File: config.mk
export PLATFORM = sky130hd
export DESIGN_NAME = pin_func_decode
export DESIGN_NICKNAME = d
export VERILOG_FILES = /design/src/pin_func_pkg.sv /design/src/pin_link_if.sv /design/src/pin_func_decode.sv /design/src/ctrl_map.sv /design/src/status_mux.sv
export VERILOG_INCLUDE_DIRS = /design/src
export SDC_FILE = /design/constraint.sdc
export NUM_CORES = 1
export LEC_CHECK = 0
export ABC_AREA = 1
export BUFFER_PORTS_ARGS = -buffer_cell sky130_fd_sc_hd__buf_2
export CORE_MARGIN = 4
export CORE_UTILIZATION = 25
export DETAILED_ROUTE_END_ITERATION = 7
export SETUP_SLACK_MARGIN = 0.1
export SKIP_LAST_GASP = 1
export SLEW_MARGIN = 10
export SYNTH_ARGS = -nofsm -noshare
export SYNTH_HDL_FRONTEND = slang
export SYNTH_SLANG_ARGS = --single-unit
File: constraint.sdc
create_clock -name clk_in -period 1.3 [get_ports clk_in]
set_input_delay 0.195 -clock clk_in [delete_from_list [all_inputs] [get_ports clk_in]]
set_output_delay 0.195 -clock clk_in [all_outputs]
set_load 0.005 [all_outputs]
File: src/pin_func_params.svh
`ifndef PIN_FUNC_PARAMS_SVH
`define PIN_FUNC_PARAMS_SVH

// ==========================================
// Widths
`define MFP_PINS        4
`define CODE_W          7
`define CTRL_BITS       30

// ==========================================
// Control function codes
`define FC_LOOP0_PROF2  7'h47
`define FC_CH0_FIRST    7'h50
`define FC_CH0_LAST     7'h5b
`define FC_LOOP1_FIRST  7'h60
`define FC_LOOP1_LAST   7'h67
`define FC_CH1_FIRST    7'h70
`define FC_CH1_LAST     7'h78
`define FC_UNUSED       7'h48

// ==========================================
// Control vector bit positions
`define CI_LOOP0_PROF2  0
`define CI_CH0_BASE     1
`define CI_CH0_MUTE_ALL 10
`define CI_CH0_RST_ALL  11
`define CI_CH0_BURST    12
`define CI_LOOP1_BASE   13
`define CI_LOOP1_PD     13
`define CI_FREERUN      14
`define CI_HOLDOVER     15
`define CI_HIST_CLR     16
`define CI_DIV_SYNC     17
`define CI_PROF1_B0     18
`define CI_CH1_BASE     21
`define CI_CH1_MUTE_ALL 27
`define CI_CH1_RST_ALL  28
`define CI_CH1_BURST    29

// ==========================================
// Status function codes
`define SC_PH_LOCK      7'h50
`define SC_FR_LOCK      7'h51
`define SC_AN_LOCK      7'h52
`define SC_CAL          7'h53
`define SC_ACTIVE       7'h54
`define SC_FREERUN      7'h55
`define SC_HOLDOVER     7'h56
`define SC_SWITCH       7'h57
`define SC_HIST_VALID   7'h58
`define SC_CLAMP        7'h5a
`define SC_SLEW_LIM     7'h5b
`define SC_FAST_ACT     7'h5f
`define SC_FAST_DONE    7'h60
`define SC_SLEW_EN      7'h62
`define SC_PHASE_ERR    7'h63
`define SC_AUX0_FUND    7'h70
`define SC_AUX0_TAG     7'h71
`define SC_AUX1_FUND    7'h72
`define SC_AUX1_TAG     7'h73
`define SC_AUX_LOCK     7'h74
`define SC_AUX_FAULT    7'h75
`define SC_TS0          7'h78
`define SC_TS1          7'h79
`define SC_SKEW         7'h7a

// ==========================================
// Reset values
`define CTRL_RST        30'h0
`define PIN_RST         4'h0

`endif

File: src/pin_func_pkg.sv
`include "pin_func_params.svh"
package pin_func_pkg;
	typedef logic [`CODE_W-1:0]                 func_code_t;
	typedef logic [`MFP_PINS-1:0][`CODE_W-1:0]  pin_codes_t;
	typedef logic [`CTRL_BITS-1:0]              ctrl_vec_t;
	typedef logic [`MFP_PINS-1:0]               pin_vec_t;
	typedef struct packed {
		logic [3:0] lock;
		logic [5:0] active;
		logic [2:0] mode;
		logic [5:0] hist;
		logic [3:0] slew;
		logic [3:0] err;
		logic [3:0] aux_clk;
		logic [1:0] aux_loop;
		logic [2:0] evt;
	} status_src_t;
endpackage

File: src/pin_link_if.sv
`timescale 1ns/1ns
`include "pin_func_params.svh"
interface pin_link_if;
	pin_func_pkg::pin_codes_t  code;
	pin_func_pkg::pin_vec_t    is_status;
	pin_func_pkg::pin_vec_t    level;
	pin_func_pkg::status_src_t src;
	pin_func_pkg::ctrl_vec_t   pin_hit;
	pin_func_pkg::ctrl_vec_t   pin_val;
	pin_func_pkg::pin_vec_t    status_val;
	modport top (output code, is_status, level, src, input pin_hit, pin_val, status_val);
	modport mapper (input code, is_status, level, output pin_hit, pin_val);
	modport selector (input code, is_status, src, output status_val);
endinterface

File: src/pin_func_decode.sv
`timescale 1ns/1ns
`include "pin_func_params.svh"
// Function
// - Code 0x47 drives loop0 profile bit 2
// - Code 0x59 drives channel 0 mute-all
// - Code 0x5A drives channel 0 reset-all
// - Code 0x5B drives channel 0 burst request
// - Codes 0x50-0x58 drive channel 0 output controls
// - Code 0x60 drives loop1 power-down
// - Codes 0x61/0x62 force loop1 freerun/holdover
// - Code 0x63 clears loop1 tuning history
// - Code 0x64 requests loop1 divider sync
// - Codes 0x65-0x67 drive loop1 profile bits
// - Codes 0x70-0x75 drive channel 1 output controls
// - Codes 0x76-0x78 drive channel 1 group controls
// - Status 0x50-0x53 show loop1 lock flags
// - Status 0x54 shows loop1 active, OR
// - Status 0x55-0x57 show loop1 mode flags
// - Status 0x58, 0x5A, 0x5B, 0x5F, 0x60 show loop1 history flags
// - Status 0x62 shows OR of slew enables
// - Status 0x63 shows OR of phase errors
// - Status 0x70-0x73 pass auxiliary oscillator clocks
// - Status 0x74/0x75 show auxiliary loop flags
// - Status 0x78-0x7A show measurement events
module pin_func_decode (
	input  wire logic                      clk_in,
	input  wire logic                      rstn_in,
	input  wire logic                      ce_in,
	input  wire pin_func_pkg::pin_vec_t    pin_mode_in,
	input  wire pin_func_pkg::pin_codes_t  pin_code_in,
	input  wire pin_func_pkg::pin_vec_t    pin_level_in,
	input  wire pin_func_pkg::ctrl_vec_t   ctrl_sw_in,
	input  wire logic [3:0]                loop1_lock_in,
	input  wire logic [5:0]                loop1_active_in,
	input  wire logic [2:0]                loop1_mode_in,
	input  wire logic [5:0]                loop1_hist_in,
	input  wire logic [3:0]                dist1_slew_in,
	input  wire logic [3:0]                dist1_err_in,
	input  wire logic [3:0]                aux_clk_in,
	input  wire logic [1:0]                aux_loop_in,
	input  wire logic [2:0]                meas_event_in,
	output logic [`CTRL_BITS-1:0]          ctrl_out,
	output logic [`MFP_PINS-1:0]           pin_drive_out,
	output logic [`MFP_PINS-1:0]           pin_oe_out
);
	// ==========================================
	// Reset release
	logic rst_meta_reg;
	logic rst_n;

	always_ff @(posedge clk_in or negedge rstn_in) begin
		if (!rstn_in) begin
			rst_meta_reg <= 1'b0;
			rst_n        <= 1'b0;
		end else begin
			rst_meta_reg <= 1'b1;
			rst_n        <= rst_meta_reg;
		end
	end

	// ==========================================
	// Pin level synchroniser
	// Pins come from board logic with no relation to our clock
	pin_func_pkg::pin_vec_t sync1_reg;
	pin_func_pkg::pin_vec_t sync1_next;
	pin_func_pkg::pin_vec_t sync2_reg;
	pin_func_pkg::pin_vec_t sync2_next;

	always_comb begin
		sync1_next = ce_in ? pin_level_in : sync1_reg;
		sync2_next = ce_in ? sync1_reg : sync2_reg;
	end

	always_ff @(posedge clk_in or negedge rst_n) begin
		if (!rst_n) begin
			sync1_reg <= `PIN_RST;
			sync2_reg <= `PIN_RST;
		end else begin
			sync1_reg <= sync1_next;
			sync2_reg <= sync2_next;
		end
	end

	// ==========================================
	// Decoders
	pin_link_if link ();

	assign link.code      = pin_code_in;
	assign link.is_status = pin_mode_in;
	assign link.level     = sync2_reg;
	assign link.src       = '{lock: loop1_lock_in, active: loop1_active_in,
	                          mode: loop1_mode_in, hist: loop1_hist_in,
	                          slew: dist1_slew_in, err: dist1_err_in,
	                          aux_clk: aux_clk_in, aux_loop: aux_loop_in,
	                          evt: meas_event_in};

	ctrl_map u_ctrl_map (
		.link (link.mapper)
	);

	status_mux u_status_mux (
		.link (link.selector)
	);

	// ==========================================
	// Output registers
	// A mapped pin overrides the software value, so it acts as that bit's writer.
	// Software reaches ctrl_out one cycle after it changes, a pin three.
	pin_func_pkg::ctrl_vec_t ctrl_reg;
	pin_func_pkg::ctrl_vec_t ctrl_next;
	pin_func_pkg::pin_vec_t  drive_reg;
	pin_func_pkg::pin_vec_t  drive_next;
	pin_func_pkg::pin_vec_t  oe_reg;
	pin_func_pkg::pin_vec_t  oe_next;

	always_comb begin
		ctrl_next  = ctrl_reg;
		drive_next = drive_reg;
		oe_next    = oe_reg;
		if (ce_in) begin
			ctrl_next  = (link.pin_hit & link.pin_val) | (~link.pin_hit & ctrl_sw_in);
			drive_next = link.status_val;
			oe_next    = pin_mode_in;
		end
	end

	always_ff @(posedge clk_in or negedge rst_n) begin
		if (!rst_n) begin
			ctrl_reg  <= `CTRL_RST;
			drive_reg <= `PIN_RST;
			oe_reg    <= `PIN_RST;
		end else begin
			ctrl_reg  <= ctrl_next;
			drive_reg <= drive_next;
			oe_reg    <= oe_next;
		end
	end

	assign ctrl_out      = ctrl_reg;
	assign pin_drive_out = drive_reg;
	assign pin_oe_out    = oe_reg;

	// ==========================================
	// Assertion helpers, watching pin 0
	logic [1:0]               ce_cnt_reg;
	logic [1:0]               ce_cnt_next;
	pin_func_pkg::func_code_t code0_reg;
	pin_func_pkg::func_code_t code0_next;
	logic                     mode0_reg;
	logic                     mode0_next;
	logic                     others_status;
	logic                     ctl0_ok;
	logic                     sta0_ok;

	always_comb begin
		ce_cnt_next = ce_in ? ((ce_cnt_reg == 2'h3) ? 2'h3 : ce_cnt_reg + 2'h1) : 2'h0;
		code0_next  = pin_code_in[0];
		mode0_next  = pin_mode_in[0];
	end

	always_ff @(posedge clk_in or negedge rst_n) begin
		if (!rst_n) begin
			ce_cnt_reg <= 2'h0;
			code0_reg  <= 7'h00;
			mode0_reg  <= 1'b0;
		end else begin
			ce_cnt_reg <= ce_cnt_next;
			code0_reg  <= code0_next;
			mode0_reg  <= mode0_next;
		end
	end

	assign others_status = &pin_mode_in[`MFP_PINS-1:1];
	assign ctl0_ok       = (ce_cnt_reg == 2'h3) && !mode0_reg;
	assign sta0_ok       = (ce_cnt_reg != 2'h0) && mode0_reg;
endmodule

File: src/ctrl_map.sv
`timescale 1ns/1ns
`include "pin_func_params.svh"
module ctrl_map (
	pin_link_if.mapper link
);
	// ==========================================
	// Code to destination bit
	function automatic pin_func_pkg::ctrl_vec_t ctrl_dest(input pin_func_pkg::func_code_t code);
		int c;
		ctrl_dest = '0;
		c = int'(code);
		for (int b = 0; b < `CTRL_BITS; b++) begin
			if (c == `FC_LOOP0_PROF2 && b == `CI_LOOP0_PROF2) begin
				ctrl_dest[b] = 1'b1;
			end
			// Outputs, pair resets, mute-all, reset-all, burst in code order
			if (c >= `FC_CH0_FIRST && c <= `FC_CH0_LAST && b == c - `FC_CH0_FIRST + `CI_CH0_BASE) begin
				ctrl_dest[b] = 1'b1;
			end
			if (c >= `FC_LOOP1_FIRST && c <= `FC_LOOP1_LAST && b == c - `FC_LOOP1_FIRST + `CI_LOOP1_BASE) begin
				ctrl_dest[b] = 1'b1;
			end
			if (c >= `FC_CH1_FIRST && c <= `FC_CH1_LAST && b == c - `FC_CH1_FIRST + `CI_CH1_BASE) begin
				ctrl_dest[b] = 1'b1;
			end
		end
	endfunction

	pin_func_pkg::ctrl_vec_t dest [`MFP_PINS];

	// ==========================================
	// Per pin decode, status pins and unassigned codes reach nothing
	generate
		for (genvar i = 0; i < `MFP_PINS; i++) begin : g_pin
			assign dest[i] = link.is_status[i] ? '0 : ctrl_dest(link.code[i]);
		end
	endgenerate

	// Two pins on one bit combine as OR
	always_comb begin
		link.pin_hit = '0;
		link.pin_val = '0;
		for (int i = 0; i < `MFP_PINS; i++) begin
			link.pin_hit = link.pin_hit | dest[i];
			link.pin_val = link.pin_val | (dest[i] & {`CTRL_BITS{link.level[i]}});
		end
	end
endmodule

File: src/status_mux.sv
`timescale 1ns/1ns
`include "pin_func_params.svh"
module status_mux (
	pin_link_if.selector link
);
	// ==========================================
	// Code to status source
	function automatic logic stat_bit(input pin_func_pkg::func_code_t code,
	                                  input pin_func_pkg::status_src_t s);
		case (code)
			`SC_PH_LOCK:    stat_bit = s.lock[0];
			`SC_FR_LOCK:    stat_bit = s.lock[1];
			`SC_AN_LOCK:    stat_bit = s.lock[2];
			`SC_CAL:        stat_bit = s.lock[3];
			`SC_ACTIVE:     stat_bit = |s.active;
			`SC_FREERUN:    stat_bit = s.mode[0];
			`SC_HOLDOVER:   stat_bit = s.mode[1];
			`SC_SWITCH:     stat_bit = s.mode[2];
			`SC_HIST_VALID: stat_bit = s.hist[0];
			`SC_CLAMP:      stat_bit = s.hist[1];
			`SC_SLEW_LIM:   stat_bit = s.hist[2];
			`SC_FAST_ACT:   stat_bit = s.hist[4];
			`SC_FAST_DONE:  stat_bit = s.hist[5];
			`SC_SLEW_EN:    stat_bit = |s.slew;
			`SC_PHASE_ERR:  stat_bit = |s.err;
			`SC_AUX0_FUND:  stat_bit = s.aux_clk[0];
			`SC_AUX0_TAG:   stat_bit = s.aux_clk[1];
			`SC_AUX1_FUND:  stat_bit = s.aux_clk[2];
			`SC_AUX1_TAG:   stat_bit = s.aux_clk[3];
			`SC_AUX_LOCK:   stat_bit = s.aux_loop[0];
			`SC_AUX_FAULT:  stat_bit = s.aux_loop[1];
			`SC_TS0:        stat_bit = s.evt[0];
			`SC_TS1:        stat_bit = s.evt[1];
			`SC_SKEW:       stat_bit = s.evt[2];
			default:        stat_bit = 1'b0;
		endcase
	endfunction

	always_comb begin
		link.status_val = '0;
		for (int i = 0; i < `MFP_PINS; i++) begin
			link.status_val[i] = link.is_status[i] & stat_bit(link.code[i], link.src);
		end
	end
endmodule

; After elaboration in Yosys (flattened, before gate mapping)
; Cells that the tools add are included.
[op_classes]
add_sub_neg = 24
magnitude_cmp = 24
n_eq_ne = 448
muxes = 372
bitwise_logic = 18
reduce_logical = 387
[ops]
columns = cell, n
row1 = $eq 5x32->1 const A, 168
row2 = $eq 4x32->1 const A, 96
row3 = $eq 3x32->1 const A, 48
row4 = $eq 2x32->1 const A, 24
row5 = $eq 7x7->1 const B, 100
row6 = $eq 1x32->1 const A, 12
row7 = $logic_not 32->1, 12
row8 = $logic_and 1x1->1, 372
row9 = $mux 1, 364
row10 = $or 30x30->30, 7
row11 = $and 30x30->30, 6
row12 = $add 32x1->32 const B, 4
row13 = $add 32x4->32 const B, 4
row14 = $add 32x5->32 const B, 4
row15 = $mux 30, 4
row16 = $pmux 1 s24, 4
row17 = $sub 7x7->8 const B, 12
row18 = $ge 7x7->1 const B, 12
row19 = $le 7x7->1 const B, 12
row20 = $not 30->30, 1
row21 = $reduce_or 4->1, 2
row22 = $reduce_or 6->1, 1
row23 = $and 1x1->1, 4
[word_totals]
register_bits = 48

; Longest topological paths before layout
[logic_depth]
word_depth = 14
mapped_depth = 25
ltp_nobuf = 24

; Hierarchy
; Synthesis repeated with hierarchy kept, for this count alone.
[hier_totals]
hier_cells = 2319
hier_area_um2 = 12057.8
[modules_own_cells]
columns = module, instances, cells_per_inst, area_each_um2, seq_area_each_um2
row1 = ctrl_map, 1, 1653, 8190.4, 0.0
row2 = pin_func_decode, 1, 347, 2403.6, 1201.2
row3 = status_mux, 1, 319, 1463.9, 0.0

; Least setup slack after synthesis
; Ideal clock, no wire load.
[synth_path]
path_kind = input -> register
startpoint = in pin_code_in[25] in the netlist's numbering
endpoint = reg ctrl_reg[6] (netlist: ctrl_out[6])
arrival_time_ns = 2.911
required_ns = 1.183
slack_ns = -1.728
cell_stages = 24
path_buffers = 1
cell_sequence = buf_4 inv_1 ha_1 inv_1 ha_1 inv_1 nor2_1 nand3_1 ha_1 nand2_1 nor2_1 nand3_1 nor2_1 nand3_1 nor2_1 nand2_1 nand3_1 nand2_1 nand2_1 nor2_1 inv_1 nand2_1 nand3_1 nand2_1
[synth_via]
elab_chain_len = 12
[synth_rtl]
columns = element, line_no
row1 = start: declaration, pin_func_decode.sv:30  ; input wire pin_func_pkg::pin_codes_t pin_code_in,
row2 = $sub 7x7->8 (no line), --
row3 = $add 32x1->32 (no line), --
row4 = $eq 3x32->1 (no line), --
row5 = $logic_and 1x1->1 (no line), --
row6 = $mux 1, ctrl_map.sv:17  ; if (c >= `FC_CH0_FIRST && c <= `FC_CH0_LAST && b == c - `FC_CH0_FIRST + `CI_CH0_BASE) begin
row7 = $mux 1, ctrl_map.sv:20  ; if (c >= `FC_LOOP1_FIRST && c <= `FC_LOOP1_LAST && b == c - `FC_LOOP1_FIRST + `CI_LOOP1_BASE) begin
row8 = $mux 1 (*), ctrl_map.sv:23  ; if (c >= `FC_CH1_FIRST && c <= `FC_CH1_LAST && b == c - `FC_CH1_FIRST + `CI_CH1_BASE) begin
row9 = $mux 30 (*), ctrl_map.sv:35  ; assign dest[i] = link.is_status[i] ? '0 : ctrl_dest(link.code[i]);
row10 = $and 30x30->30 or $or 30x30->30 (tied branches), "ctrl_map.sv:45, ctrl_map.sv:44"
row11 = $or 30x30->30 or $not 30->30 (tied branches), "ctrl_map.sv:45, pin_func_decode.sv:121"
row12 = $and 30x30->30, pin_func_decode.sv:121  ; ctrl_next = (link.pin_hit & link.pin_val) | (~link.pin_hit & ctrl_sw_in);
row13 = $or 30x30->30 (*), pin_func_decode.sv:121
row14 = end signal: assignment, pin_func_decode.sv:129  ; ctrl_reg <= `CTRL_RST;
row15 = end signal: assignment, pin_func_decode.sv:133  ; ctrl_reg <= ctrl_next;
row16 = end: declaration, pin_func_decode.sv:109  ; pin_func_pkg::ctrl_vec_t ctrl_reg;
; Every way passes the cells marked *; elsewhere a longest branch is shown, timed or not.
; A chain may end at the register's enable or synchronous reset.

; Final worst setup path
[layout_path]
startpoint = in pin_code_in[18] in the netlist's numbering
endpoint = reg ctrl_reg[3] (netlist: ctrl_out[3])
[layout_via]
elab_chain_len = 13
[layout_rtl]
columns = element, line_no
row1 = $sub 7x7->8 (no line), --
row2 = $add 32x1->32 (no line), --
row3 = $eq 2x32->1 (no line), --
row4 = $logic_and 1x1->1 (no line), --
row5 = $mux 1, ctrl_map.sv:17
row6 = $mux 1, ctrl_map.sv:20
row7 = $mux 1 (*), ctrl_map.sv:23
row8 = $mux 30 (*), ctrl_map.sv:35
row9 = $and 30x30->30 or $or 30x30->30 (tied branches), "ctrl_map.sv:45, ctrl_map.sv:44"
row10 = $or 30x30->30 (on tied branches), "ctrl_map.sv:45, ctrl_map.sv:44"
row11 = $or 30x30->30 or $not 30->30 (tied branches), "ctrl_map.sv:45, pin_func_decode.sv:121"
row12 = $and 30x30->30, pin_func_decode.sv:121
row13 = $or 30x30->30 (*), pin_func_decode.sv:121
; Marked as above.

==> summary.txt <==
Most used cells in the layout excluding fill and tap cells: nand2_1, buf_4, nand3_1
Internal power consumption: 4.612 mW
GP Congestion: 1.051
Total net switching power: 3.399 mW
CTS buffer count: 5
All-layer global routing usage: 22.64%
Flip-flop cell with the highest count after synthesis: dfrtp_1
Maximum buffer depth of the clock tree: 2
Number of instances in the synthesized netlist: 2425
Clock latency on the worst-skew pair: 0.30 ns
Top-level I/O count: 143
Routed vias: 18882
Failing checks: setup timing
Initial antenna violation count: 0
Effective utilization at floorplan: 25.41%
Post-synthesis sequential area ratio: 9.384%
Avg Synthesized Cell Area: 5.278 um2
First-pass GRT wire length: 98.65 mm
Number of nets at the end of the flow: 3348
Portion of total power attributed to the clock network: 19.0%
Via count of the first global-routing pass: 18085
Final hold violations: 0
Most Frequent Cell on Critical Path: nand2_1
Row count: 82
Library cell used as clock root buffer: clkbuf_16
Share of final-layout standard cells stronger than drive strength 1: 40.77%
Leading cell type in the layout, fill and taps excluded: nand2_1
Setup crit end kind: flip-flop
CP startpoint kind: input pin
Clock-pin slew on the worst setup and hold paths: 0.07 ns
Sum Neg Setup Slack: -41.56 ns
Antenna fix cells: 0
Count of input and output buffers: 141
Vertical extent of the die: 234.3 um
Clock skew: 0.01578 ns
Peak supply drop: 0.5498 mV
Worst setup margin: -1.388 ns
Required time at the endpoint of the critical path: 1.48 ns
Pwr/cell area: 367.2 nW/um2
Leakage power summed over all cells: 10.39 nW
Outcome: complete, but fails checks
Die span in x: 234.3 um
Total length of routed wires: 65.08 mm
Core area: 50380 um2
Number of flip-flops and latches in the synthesized netlist: 48
Post-synth design cell area: 12800 um2
Largest fanout on the critical path: 4
Via-to-Cell Ratio: 4.995
Final antenna-violating net count: 0
Largest incremental delay on the critical path: 0.28 ns
Number of pins with negative max-slew slack in the final report: 0
Sum of overflow across all layers after global routing: 0
Comb pwr share: 59.5%
Post-route fraction of the period consumed by the critical path: 206.8%
Pre-CTS setup slack: -1.985 ns
HP Class: in2reg
Area of the die: 54880 um2
Placed cell area: 18870 um2
Number of levels in the clock H-tree: 2
Estimated wirelength of the detail-placed design: 52.04 mm
Post-synth EDFFs: 0
Final-report setup violation count: 34
Share of synthesized registers carrying an async set or reset: 100.0%
Final period demand of the worst path: 2.688 ns
Pin count of the biggest net entering global routing: 50
Distinct cell type count of the synthesized netlist: 43
TritonCTS Sinks: 48
Crit path buf inv count: 7
Detailed-routing iteration count for the pre-antenna-repair pass: 6
Number of flip-flops in the largest register: 30
Final hold slack: 0.1110 ns
Drt first-iter violations: 1602
Layout area overhead: 70.46%
Detailed-route wire length per cell: 17.22 um
Slowest stage cell on the critical path: ha_4
Setup repair after global routing missed its margin: yes
Power Total: 8.011 mW
Sequential share of power: 21.5%
Max frequency: 372.0 MHz
Warning count from the yosys run: 0
DRC: 0
Delay-heaviest family, CP: simple AND/OR/NAND/NOR gates
Final std cell area, no fill: 21820 um2
Critical path data arrival time: 2.87 ns
Switching part of the total power: 42.43%
CTS tree: done
Classification of the worst setup path: in2reg
Net Count, Synth: 2666
Max-capacitance violation count: 0
repair_timing:
item	CTS	global route
hold buffers	1	0
gates cloned	8	2
setup buffers	44	18
pin swaps	170	152
gates resized for setup	332	211
hold endpoints to repair	2	0
endpoints found under the setup margin	34	34
power by group through the flow:
stage | registers [mW] | logic, mW | clock network (mW)
detailed placement | 1.75 | 4.09 | 0
floorplan | 1.74 | 1.95 | 0
finish | 1.72 | 4.76 | 1.52
global placement | 1.75 | 4.06 | 0
CTS | 1.72 | 4.47 | 1.53
global route | 1.73 | 5.20 | 1.59
per-stage QoR:
stage               instances  util [%]
CTS                      3765     41.40
floorplan                2425         -
detailed placement       3705     37.45
finish                   3780     43.31
global placement         3705     37.45
global route             3780     43.31
cell families after synthesis:
group / synth area share (%)
compound gates: 3.822
xor+xnor: 0.06844
fa+ha+maj: 13.53
buf+inv: 11.55
flops: 9.384
other cells: 0.02930
simple gates: 61.61
layer usage:
layer | vias to the layer above | global-route usage, % | part of all wire, %
li1 | 9354 | - | -
met1 | 8658 | 28.05 | 41
met2 | 744 | 39.47 | 48
met3 | 126 | 3.802 | 7.4
met4 | 0 | 8.151 | 3.9
met5 | - | 0 | 0
synthesized netlist by cell type (all sizes together) (5+ instances only):
library cell / count / share of area, %
nand2: 740 / 22
inv: 278 / 8.2
o32ai: 6 / 0.41
nand3b: 7 / 0.41
buf: 49 / 2.1
dfrtp: 48 / 9.4
ha: 132 / 13
nor2: 402 / 13
o21ai: 38 / 1.5
nor3: 52 / 2.1
nor3b: 5 / 0.33
clkbuf: 33 / 0.97
a21oi: 13 / 0.54
or2: 6 / 0.29
clkinv: 10 / 0.29
nor4: 11 / 0.54
nand3: 450 / 18
nand4: 110 / 5.4
o22ai: 12 / 0.59
final timing paths:
| kind | slack [ns] | depth (start not counted) | start | endpoint |
|---|---|---|---|---|
| max in group asynchronous | 0.81 | 1 | rst_n$_DFF_PN0_ | sync1_reg[1]$_DFFE_PN0P_ |
| min | 0.11 | 3 | pin_level_in[3] | sync1_reg[3]$_DFFE_PN0P_ |
| min in group asynchronous | 0.21 | 2 | rstn_in | rst_n$_DFF_PN0_ |
| max reg2reg | 0 | 6 | link.level[2]$_DFFE_PN0P_ | ctrl_out[29]$_DFFE_PN0P_ |
| min reg2reg | 0.25 | 1 | rst_n$_DFF_PN0_ | pin_drive_out[3]$_DFFE_PN0P_ |
| max | -1.39 | 25 | pin_code_in[18] | ctrl_out[3]$_DFFE_PN0P_ |
worst register-to-register path, stage by stage (launching register included):
cell	delay (ns)
dfrtp_1	0.42
inv_1	0.31
o22ai_1	0.15
nor2_1	0.13
nand2_1	0.06
nand3_1	0.08
nand2_1	0.05
cell type report:
type                       count  area (um2)
fill                        5251       28560
multi-input combinational   2011       12430
timing repair buffer         753        6025
sequential                    48        1202
inverter                     288        1149
tap                          672       840.8
clock buffer                   5       125.1
clock inverter                 3       42.54
No activity file was read; power rests on OpenSTA's default activity.
